==> config.mk <==
export PLATFORM = sky130hd
export DESIGN_NAME = hsc_startup
export DESIGN_NICKNAME = d
export VERILOG_FILES = /design/src/inc/hsc_pkg.sv /design/src/verilog/hsc_startup.sv
export VERILOG_INCLUDE_DIRS = /design/src /design/src/inc
export SDC_FILE = /design/constraint.sdc
export NUM_CORES = 1
export LEC_CHECK = 0
export ABC_AREA = 1
export BUFFER_PORTS_ARGS = -buffer_cell sky130_fd_sc_hd__buf_4
export CAP_MARGIN = 20
export CORE_MARGIN = 5
export CORE_UTILIZATION = 55
export DETAILED_ROUTE_END_ITERATION = 10
export GPL_TIMING_DRIVEN = 0
export HOLD_SLACK_MARGIN = 0.1
export PLACE_DENSITY = 0.74
export SETUP_SLACK_MARGIN = 0.02
export SYNTH_ARGS = -nofsm -noshare
export SYNTH_HDL_FRONTEND = slang
export SYNTH_SLANG_ARGS = --single-unit
==> constraint.sdc <==
create_clock -name clk -period 3.8 [get_ports clk]
set_clock_uncertainty 0.1 [all_clocks]
set_input_delay 0 -clock clk [delete_from_list [all_inputs] [get_ports clk]]
set_output_delay 0 -clock clk [all_outputs]
set_load 0.05 [all_outputs]
==> src/inc/hsc_defines.svh <==
// timing counts, widths and reset values of the hot-swap startup block
`ifndef HSC_DEFINES_SVH
`define HSC_DEFINES_SVH

// ----------------------------------------------------------------------
// widths
// ----------------------------------------------------------------------
`define HSC_NCH          4
`define HSC_ADC_W        10
`define HSC_PIN_W        16

// ----------------------------------------------------------------------
// pin vector field positions
// ----------------------------------------------------------------------
`define HSC_PIN_SUPPLY   0
`define HSC_PIN_HARDWARE_ENABLE_STRAP     1
`define HSC_PIN_PROTECTION_STRAP_LO  2
`define HSC_PIN_MODE_LO  4
`define HSC_PIN_POL      6
`define HSC_PIN_RETRY    7
`define HSC_PIN_ON_LO    8
`define HSC_PIN_TRIP_LO  12

// ----------------------------------------------------------------------
// timing
// ----------------------------------------------------------------------
`define HSC_CLK_MHZ      200
`define HSC_RETRY_MS     200
`define HSC_RETRY_CYCLES (`HSC_RETRY_MS * 1000 * `HSC_CLK_MHZ)
`define HSC_RETRY_CNT_W  26

// ----------------------------------------------------------------------
// reset values
// ----------------------------------------------------------------------
`define HSC_RST_POL      1'b1
`define HSC_RST_RETRY    1'b0

`endif

==> src/inc/hsc_pkg.sv <==
// types of the hot-swap startup block
package hsc_pkg;

	// ------------------------------------------------------------------
	// startup sequence states
	// ------------------------------------------------------------------
	typedef enum logic [2:0] {
		HSC_ST_OFF  = 3'b001,
		HSC_ST_LOAD = 3'b010,
		HSC_ST_RUN  = 3'b100
	} hsc_state_e;

	// ------------------------------------------------------------------
	// decoded three-level strap code
	// ------------------------------------------------------------------
	typedef enum logic [1:0] {
		HSC_STRAP_LOW  = 2'h0,
		HSC_STRAP_HIGH = 2'h1,
		HSC_STRAP_OPEN = 2'h2
	} hsc_strap_e;

endpackage

==> src/verilog/hsc_startup.sv <==
// startup configuration and channel enable logic of a quad hot-swap controller
`timescale 1ns/1ps
`include "hsc_defines.svh"

module hsc_startup #(
	parameter int RETRY_CYCLES = `HSC_RETRY_CYCLES,
	parameter int CNT_W        = `HSC_RETRY_CNT_W
) (
	input  wire logic                  clk,
	input  wire logic                  sys_rst,
	input  wire logic                  supply_good,
	input  wire logic                  hardware_enable_strap,
	input  wire logic [1:0]            protection_strap,
	input  wire logic [1:0]            grouping_strap,
	input  wire logic                  power_good_polarity_strap,
	input  wire logic                  retry_strap,
	input  wire logic [3:0]            on_comparator,
	input  wire logic [3:0]            breaker_trip,
	input  wire logic [3:0]            enable_bit_a,
	input  wire logic [3:0]            enable_b_write,
	input  wire logic [3:0]            enable_b_value,
	input  wire logic                  alert_clear,
	input  wire logic                  adc_valid,
	input  wire logic                  adc_is_current,
	input  wire logic [1:0]            adc_channel,
	input  wire logic [`HSC_ADC_W-1:0] adc_data,
	input  wire logic [`HSC_ADC_W-1:0] warn_uv_limit,
	input  wire logic [`HSC_ADC_W-1:0] warn_ov_limit,
	input  wire logic [`HSC_ADC_W-1:0] crit_uv_limit,
	input  wire logic [`HSC_ADC_W-1:0] crit_ov_limit,
	input  wire logic [`HSC_ADC_W-1:0] oc_warn_limit,
	output logic      [3:0]            gate_request,
	output logic      [3:0]            power_good_out,
	output logic      [3:0]            fault_out_n,
	output logic                       alert_out_n,
	output logic      [3:0]            enable_bit_b,
	output logic      [3:0]            on_status,
	output logic                       channel_control_active,
	output logic      [1:0]            group_mode
);

	// ------------------------------------------------------------------
	// helpers
	// ------------------------------------------------------------------
	function automatic logic [3:0] group_mask(input int ch, input logic [1:0] mode);
		logic [3:0] m;
		m = 4'h0;
		case (mode)
			hsc_pkg::HSC_STRAP_HIGH: m = ch[0] ? 4'ha : 4'h5;
			hsc_pkg::HSC_STRAP_OPEN: m = 4'hf;
			default:                 m = 4'(4'h1 << ch);
		endcase
		return m;
	endfunction

	// ------------------------------------------------------------------
	// pin synchronisers
	// ------------------------------------------------------------------
	logic [`HSC_PIN_W-1:0] pin_meta;
	logic [`HSC_PIN_W-1:0] pin_sync;

	always_ff @(posedge clk) begin
		if (sys_rst) begin
			pin_meta <= 16'h0;
			pin_sync <= 16'h0;
		end else begin
			pin_meta <= {breaker_trip, on_comparator, retry_strap, power_good_polarity_strap,
				grouping_strap, protection_strap, hardware_enable_strap, supply_good};
			pin_sync <= pin_meta;
		end
	end

	logic       sup_good;
	logic [3:0] on_pin;
	logic [3:0] trip_pin;
	assign sup_good = pin_sync[`HSC_PIN_SUPPLY];
	assign on_pin   = pin_sync[`HSC_PIN_ON_LO +: 4];
	assign trip_pin = pin_sync[`HSC_PIN_TRIP_LO +: 4];

	// ------------------------------------------------------------------
	// startup sequence
	// ------------------------------------------------------------------
	hsc_pkg::hsc_state_e state;
	logic [1:0]          protection_strap_mode;
	logic                pol_high;
	logic                retry_auto;

	always_ff @(posedge clk) begin
		if (sys_rst) begin
			state <= hsc_pkg::HSC_ST_OFF;
		end else if (!sup_good) begin
			state <= hsc_pkg::HSC_ST_OFF;
		end else begin
			case (state)
				hsc_pkg::HSC_ST_OFF:  state <= hsc_pkg::HSC_ST_LOAD;
				hsc_pkg::HSC_ST_LOAD: state <= hsc_pkg::HSC_ST_RUN;
				default:              state <= hsc_pkg::HSC_ST_RUN;
			endcase
		end
	end

	// straps caught once; a jumper moved later has no effect until power cycles
	always_ff @(posedge clk) begin
		if (sys_rst) begin
			protection_strap_mode  <= hsc_pkg::HSC_STRAP_LOW;
			group_mode <= hsc_pkg::HSC_STRAP_LOW;
			pol_high   <= `HSC_RST_POL;
			retry_auto <= `HSC_RST_RETRY;
		end else if (state == hsc_pkg::HSC_ST_LOAD) begin
			protection_strap_mode  <= pin_sync[`HSC_PIN_PROTECTION_STRAP_LO +: 2];
			group_mode <= pin_sync[`HSC_PIN_MODE_LO +: 2];
			pol_high   <= pin_sync[`HSC_PIN_POL];
			retry_auto <= pin_sync[`HSC_PIN_RETRY];
		end
	end

	always_ff @(posedge clk) begin
		if (sys_rst) begin
			channel_control_active <= 1'b0;
		end else begin
			channel_control_active <= (state == hsc_pkg::HSC_ST_RUN);
		end
	end

	// ------------------------------------------------------------------
	// enable bits and on status
	// ------------------------------------------------------------------
	always_ff @(posedge clk) begin
		if (sys_rst) begin
			enable_bit_b <= 4'h0;
		end else if (state == hsc_pkg::HSC_ST_LOAD) begin
			enable_bit_b <= {4{pin_sync[`HSC_PIN_HARDWARE_ENABLE_STRAP]}};
		end else if (state == hsc_pkg::HSC_ST_RUN) begin
			enable_bit_b <= (enable_bit_b & ~enable_b_write)
				| (enable_b_value & enable_b_write);
		end
	end

	always_ff @(posedge clk) begin
		if (sys_rst) begin
			on_status <= 4'h0;
		end else begin
			on_status <= on_pin;
		end
	end

	logic [3:0] chan_req;
	assign chan_req = on_status & (enable_bit_a | enable_bit_b);

	// ------------------------------------------------------------------
	// converter results and limit checks
	// ------------------------------------------------------------------
	logic [`HSC_ADC_W-1:0] volt [4];
	logic [`HSC_ADC_W-1:0] curr [4];

	always_ff @(posedge clk) begin
		if (sys_rst) begin
			for (int i = 0; i < `HSC_NCH; i++) begin
				volt[i] <= 10'h0;
				curr[i] <= 10'h0;
			end
		end else if (adc_valid) begin
			if (adc_is_current) begin
				curr[adc_channel] <= adc_data;
			end else begin
				volt[adc_channel] <= adc_data;
			end
		end
	end

	logic [3:0] in_warn;
	logic [3:0] crit;
	logic [3:0] oc_warn;
	always_comb begin
		for (int i = 0; i < `HSC_NCH; i++) begin
			in_warn[i] = (volt[i] >= warn_uv_limit) && (volt[i] <= warn_ov_limit);
			crit[i]    = (volt[i] < crit_uv_limit) || (volt[i] > crit_ov_limit);
			oc_warn[i] = curr[i] > oc_warn_limit;
		end
	end

	// ------------------------------------------------------------------
	// shutdown, retry and fault outputs
	// ------------------------------------------------------------------
	logic [3:0]       tripped;
	logic [3:0]       trip_now;
	logic [CNT_W-1:0] wait_cnt [4];

	// only a conducting channel can trip; an off channel always reads undervoltage
	assign trip_now = gate_request & (trip_pin
		| (crit & {4{protection_strap_mode == hsc_pkg::HSC_STRAP_LOW}}));

	always_ff @(posedge clk) begin
		if (sys_rst || state != hsc_pkg::HSC_ST_RUN) begin
			tripped     <= 4'h0;
			fault_out_n <= 4'hf;
			for (int i = 0; i < `HSC_NCH; i++) begin
				wait_cnt[i] <= '0;
			end
		end else begin
			for (int i = 0; i < `HSC_NCH; i++) begin
				if (trip_now[i]) begin
					tripped[i] <= 1'b1;
					wait_cnt[i] <= '0;
					if (trip_pin[i]) begin
						fault_out_n[i] <= 1'b0;
					end
				end else if (tripped[i] && retry_auto) begin
					if (wait_cnt[i] == CNT_W'(RETRY_CYCLES - 1)) begin
						tripped[i]     <= 1'b0;
						fault_out_n[i] <= 1'b1;
						wait_cnt[i]    <= '0;
					end else begin
						wait_cnt[i] <= wait_cnt[i] + CNT_W'(1);
					end
				end else if (tripped[i] && !chan_req[i]) begin
					tripped[i]     <= 1'b0;
					fault_out_n[i] <= 1'b1;
				end
			end
		end
	end

	// ------------------------------------------------------------------
	// gate requests and power good
	// ------------------------------------------------------------------
	logic [3:0] next_gate;
	logic [3:0] pg_active;
	logic [3:0] next_pg;
	always_comb begin
		for (int i = 0; i < `HSC_NCH; i++) begin
			next_gate[i] = (state == hsc_pkg::HSC_ST_RUN)
				&& (&(chan_req | ~group_mask(i, group_mode)))
				&& !(|(tripped & group_mask(i, group_mode)));
			pg_active[i] = gate_request[i] && in_warn[i]
				&& !(crit[i] && protection_strap_mode != hsc_pkg::HSC_STRAP_OPEN);
			next_pg[i] = pol_high ? pg_active[i] : !pg_active[i];
		end
	end

	always_ff @(posedge clk) begin
		if (sys_rst) begin
			gate_request   <= 4'h0;
			power_good_out <= 4'h0;
		end else begin
			gate_request   <= next_gate;
			power_good_out <= next_pg;
		end
	end

	// ------------------------------------------------------------------
	// alert
	// ------------------------------------------------------------------
	logic pg_seen;
	logic alert;
	logic next_alert_set;

	assign next_alert_set = (|(crit & gate_request))
		|| (pg_seen && |(gate_request & (~in_warn | oc_warn | trip_pin)));

	always_ff @(posedge clk) begin
		if (sys_rst || state == hsc_pkg::HSC_ST_OFF) begin
			pg_seen <= 1'b0;
		end else if (|pg_active) begin
			pg_seen <= 1'b1;
		end
	end

	// a breach in the clearing cycle keeps the alert standing
	always_ff @(posedge clk) begin
		if (sys_rst) begin
			alert       <= 1'b0;
			alert_out_n <= 1'b1;
		end else begin
			alert       <= next_alert_set || (alert && !alert_clear);
			alert_out_n <= !(next_alert_set || (alert && !alert_clear));
		end
	end
endmodule

# Word level (Yosys, flattened, before mapping)
# Memory sizes are Yosys's and may differ from the RTL's.
# Index checks and enable logic that the tools add are counted.
[totals]
mem_bits_rw = 184
elab_cells = 325
reg_bits = 69
memories = 3
in_bits = 95
[classes]
order_cmp = 20
addsub = 4
n_mux = 129
n_eq_ne = 19
n_reduce_logical = 88
bitwise = 39
[mem_list]
columns = ["memory", "depth", "word_bits", "rd", "rd_ports_with_merged_regs", "wr", "line_no", "text"]
rows = [
  ["wait_cnt", 4, 26, 4, 0, 4, "hsc_startup.sv:187", "logic [CNT_W-1:0] wait_cnt [4];"],
  ["curr", 4, 10, 4, 0, 4, "hsc_startup.sv:154", "logic [`HSC_ADC_W-1:0] curr [4];"],
  ["volt", 4, 10, 4, 0, 4, "hsc_startup.sv:153", "logic [`HSC_ADC_W-1:0] volt [4];"],
]
[ops]
columns = ["op", "count"]
rows = [
  ["26-bit 2-to-1 mux", 12],
  ["1-bit 2-to-1 mux", 106],
  ["26-bit by 1-bit adder with 26-bit output (second input constant)", 4],
  ["26-bit equality test (second input constant)", 4],
  ["10-bit greater-than comparator", 8],
  ["4-bit AND", 11],
  ["10-bit greater-or-equal comparator", 4],
  ["10-bit less-or-equal comparator", 4],
  ["10-bit < comparator", 4],
  ["4-bit bitwise OR", 9],
  ["1-bit logical AND", 34],
  ["4-bit OR reduction", 7],
  ["4-bit inverter", 6],
  ["4-bit one-hot mux with 2 select lines", 3],
  ["10-bit 2-to-1 mux", 2],
  ["10-bit OR reduction", 2],
  ["1-bit logical NOT", 18],
  ["4-bit AND reduction", 4],
  ["3-bit by 2-bit != test with 1-bit output (second input constant)", 4],
  ["1-bit bitwise OR", 12],
  ["3-bit AND reduction", 4],
  ["3-bit nonzero test", 4],
  ["2-bit != test (second input constant)", 5],
  ["1-bit logical OR", 8],
  ["other kinds (15)", 20],
]

# Logic depth before layout (Yosys ltp)
# An unclocked memory read counts as a cell.
[depth]
ltp_word = 12
ltp_mapped = 17
mapped_depth_nobuf = 17

# Least setup slack after synthesis
# No wires, ideal clock.
[synth_path]
path_kind = "register -> register"
start = "memory volt[3][5] (netlist bit)"
end = "memory wait_cnt[3][0] (netlist bit) (enable)"
slack_ns = 1.150
setup_time_ns = 0.387
t_arrival_ns = 2.162
t_required_ns = 3.313
path_stages_with_launch = 13
cell_sequence = "edfxtp_1 > ha_1 > nand2_1 > nor2_1 > nand2_1 > nand3_1 > nand2_1 > nand2_1 > nand2_1 > nand2_1 > nand3_1 > and2_1 > nand3_1"
[synth_lines]
columns = ["item", "line_no"]
rows = [
  ["from (decl)", "hsc_startup.sv:153"],
  ["to (decl)", "hsc_startup.sv:187"],
]

==> results.tsv <==
metric	value	unit
startpoint types	flop	
Vias per Instance	5.34	
switching power	0.00167	W
Final WS setup	0.649	ns
gpl congestion	0.905	
max-cap check violation count	0	
critical path type	flop to flop	
RR Endpoint	wait_cnt[3][3]	
max_slew headroom	30.7	%
clock root cell	clkbuf_16	
Int Pwr	0.00507	W
post-synthesis cell type count	50	
DR WL/cell	15.8	um
CTS H-tree lvls	1	
sequential fraction of design power	45.8	%
Slew Viols, Final	0	
WL final	41.4	mm
die height	183	um
CTS tree	done	
Clock power frac	41.7	%
area grow syn2layout	19.0	%
GRT Util Overall	24.4	%
drt drc	0	
initial antenna violation count	0	
Post-Synth Adder-Cell Area	15.2	%
simple-gate share of the synthesized area	26.7	%
Buffers on Ports	118	
CP top delay family	simple AND/OR/NAND/NOR gates	
crit path from	volt[3][3]	
CTS clock-pin slew for the worst setup and hold paths	0.06	ns
global-route wire length before repair	67.6	mm
Leak Pwr	8.81	nW
CTS max path bufs	3	
First-pass DRT Iterations	6	
status	complete, no violations	
Seq cells post-synth	253	
Synth Cell Area	16500	um2
Compound-Gate Fraction of Synth Area	5.57	%
period utilisation layout	82.9	%
YS warnings	0	
commonest non-fill, non-tap cells in the layout	nand2_1, nor2_1, inv_1	
CP required	4.01	ns
clk sink count	253	
Tmin final	3.15	ns
worst hold path type	input port to flop	
Worst Path Max Fanout	16	
pre-CTS WS	0.640	ns
CP Capture Type	flop	
Worst R2R Setup Slack	0.65	ns
number of antenna repair diodes	0	
ANT nets after route	0	
GRT overflow	0	
post-route setup TNS	0	ns
vias after detailed routing	14000	
Setup crit end	wait_cnt[3][3]	
core area	29600	um2
switch share	24.8	%
fillers	2438	
share of cells above drive strength 1	11.1	%
largest family of logic cells by synthesized area	simple AND/OR/NAND/NOR gates	
Pwr per Cell Area	343	nW/um2
worst path cell trace	ha_1 > a21oi_1 > o21ai_0 > nand2_1 > nand4_1 > nand2_1 > nand3_1 > and2_1 > nand3_1 > buf_16	
drt initial violations	842	
worst-case vdd ir drop	0.375	mV
Setup Viol. Count Final	0	
Total Nets Final	2514	
most common cell after layout, fill and taps aside	nand2_1	
die area	33600	um2
crit-path max cell delay	0.50	ns
synthesized area per cell	8.29	um2
DP Wirelength	31.9	mm
vias in the first global route	13800	
Skew-Pair Late Insertion Delay	0.55	ns
Initial Utilization	55.7	%
RSZ-0062 raised after global routing	no	
mux contribution to synthesized area	0	%
FP Rows	63	
buffers plus inverters on the worst setup path	1	
crit path DAT	3.36	ns
Crit-path slowest cell	nand3_1	
sequential cell area fraction in the yosys report	41.8	%
Synth Area in XOR/XNOR	2.76	%
Synth Instances	1994	
Die Wd	183	um
largest net degree at the start of global routing	18	
worst-case reg-to-reg path depth	10	
post-CTS setup buffers	0	
RR Startpoint	volt[3][3]	
Worst Max-Slew Pin Slew	1.03	ns
Top Ports	119	
Peak Freq	317	MHz
Comb power frac	12.5	%
Post-Syn Nets	2290	
Worst path depth	10	
TritonCTS Buffers	27	
final hold violation count	0	
-- layout make-up --
type	count	area, um2	area share (%)
buffer	27	139	0.706
tap	390	488	2.48
timing repair buffer	195	1690	8.58
sequential	253	6910	35.1
clock inverter	17	209	1.06
multi-input combinational	1403	8310	42.2
clock buffer	33	759	3.86
inverter	311	1170	5.94
-- synthesized netlist by cell type, drive strengths merged --
master / instances / area share, %
a211oi: 2 / 0.091
a21boi: 2 / 0.091
a21o: 10 / 0.45
a21oi: 78 / 2.4
a31o: 1 / 0.053
a31oi: 4 / 0.15
and2: 1 / 0.038
and3: 3 / 0.11
buf: 11 / 0.47
clkbuf: 16 / 0.37
dfxtp: 69 / 8.4
edfxtp: 184 / 33
ha: 201 / 15
inv: 311 / 7.1
nand2: 391 / 9.0
nand3: 101 / 3.5
nand3b: 2 / 0.11
nand4: 48 / 1.9
nor2: 344 / 8.3
nor3: 65 / 2.4
nor3b: 6 / 0.33
nor4: 18 / 0.85
o2111ai: 2 / 0.11
o211a: 1 / 0.061
o211ai: 5 / 0.23
o21a: 3 / 0.14
o21ai: 47 / 1.4
o21bai: 9 / 0.41
or2: 6 / 0.23
or3: 1 / 0.038
xnor2: 16 / 0.85
xor2: 36 / 1.9
-- power groups by stage --
stage / registers (W) / logic [W] / clock network [W]
floorplan: 0.00312 / 0.000505 / 0
detailed placement: 0.00314 / 0.000787 / 0
global placement: 0.00314 / 0.000745 / 0
CTS: 0.00308 / 0.000838 / 0.00285
global route: 0.00309 / 0.000963 / 0.00297
finish: 0.00308 / 0.000840 / 0.00281
-- what timing repair did --
action | 4_1_cts | 5_1_grt
resized for setup | 0 | 0
hold buffers | 70 | 0
endpoints found under the hold margin | 162 | 0
-- logic make-up (layout without fill, tap and decap cells) --
| group | Yosys count | count (layout) |
|---|---|---|
| simple gates | 986 | 986 |
| buf+inv | 338 | 583 |
| flops | 253 | 253 |
| fa+ha+maj | 201 | 201 |
| compound gates | 164 | 164 |
| xor+xnor | 52 | 52 |
-- flip-flops by register name, summed over array words and instances, names as in the netlist, named ones only --
register                cells
channel_control_active      1
alert_out_n                 1
wait_cnt                  104
on_status                   4
retry_auto                  1
pin_sync                   16
tripped                     4
pin_meta                   16
curr                       40
state                       3
gate_request                4
pol_high                    1
protection_strap_mode       2
volt                       40
alert                       1
pg_seen                     1
fault_out_n                 4
power_good_out              4
group_mode                  2
-- tightest hold or removal path, stage by stage --
cell and delay (ns):
dlygate4sd3_1 0.53, buf_4 0.10, inv_1 0.03, nor2_1 0.08
-- per-layer routing --
| metal | track usage (%) | vias up | part of all wire, % |
|---|---|---|---|
| met1 | 31.5 | 6556 | 43 |
| met4 | 5.75 | 0 | 2.2 |
| li1 | - | 7046 | - |
| met3 | 2.99 | 74 | 5.0 |
| met2 | 44.0 | 373 | 50 |
| met5 | 0 | - | 0 |
-- stage by stage --
stage | hold slack [ns] | cell area [um2] | total power [W] | utilization [%] | instances
CTS | 0.102 | 19700 | 0.00677 | 66.3 | 2629
global placement | 0.114 | 17900 | 0.00388 | 60.4 | 2502
global route | 0.135 | 19700 | 0.00703 | 66.3 | 2629
floorplan | 0.00697 | 16500 | 0.00362 | - | 1994
finish | 0.118 | 19700 | 0.00674 | 66.3 | 2629
detailed placement | 0.117 | 18000 | 0.00393 | 60.7 | 2509
-- how the worst min path moves through the flow --
stage,startpoint,to,slack (ns),cells after the start
after floorplan,supply_good,pin_meta[0],0.007,2
after global placement,hardware_enable_strap,pin_meta[1],0.11,3
after detailed placement,breaker_trip[2],pin_meta[14],0.12,3
after CTS,on_comparator[2],pin_meta[10],0.10,4
after global routing,on_comparator[1],pin_meta[9],0.13,4
final,on_comparator[1],pin_meta[9],0.12,4
(Power assumes the default switching activity.)
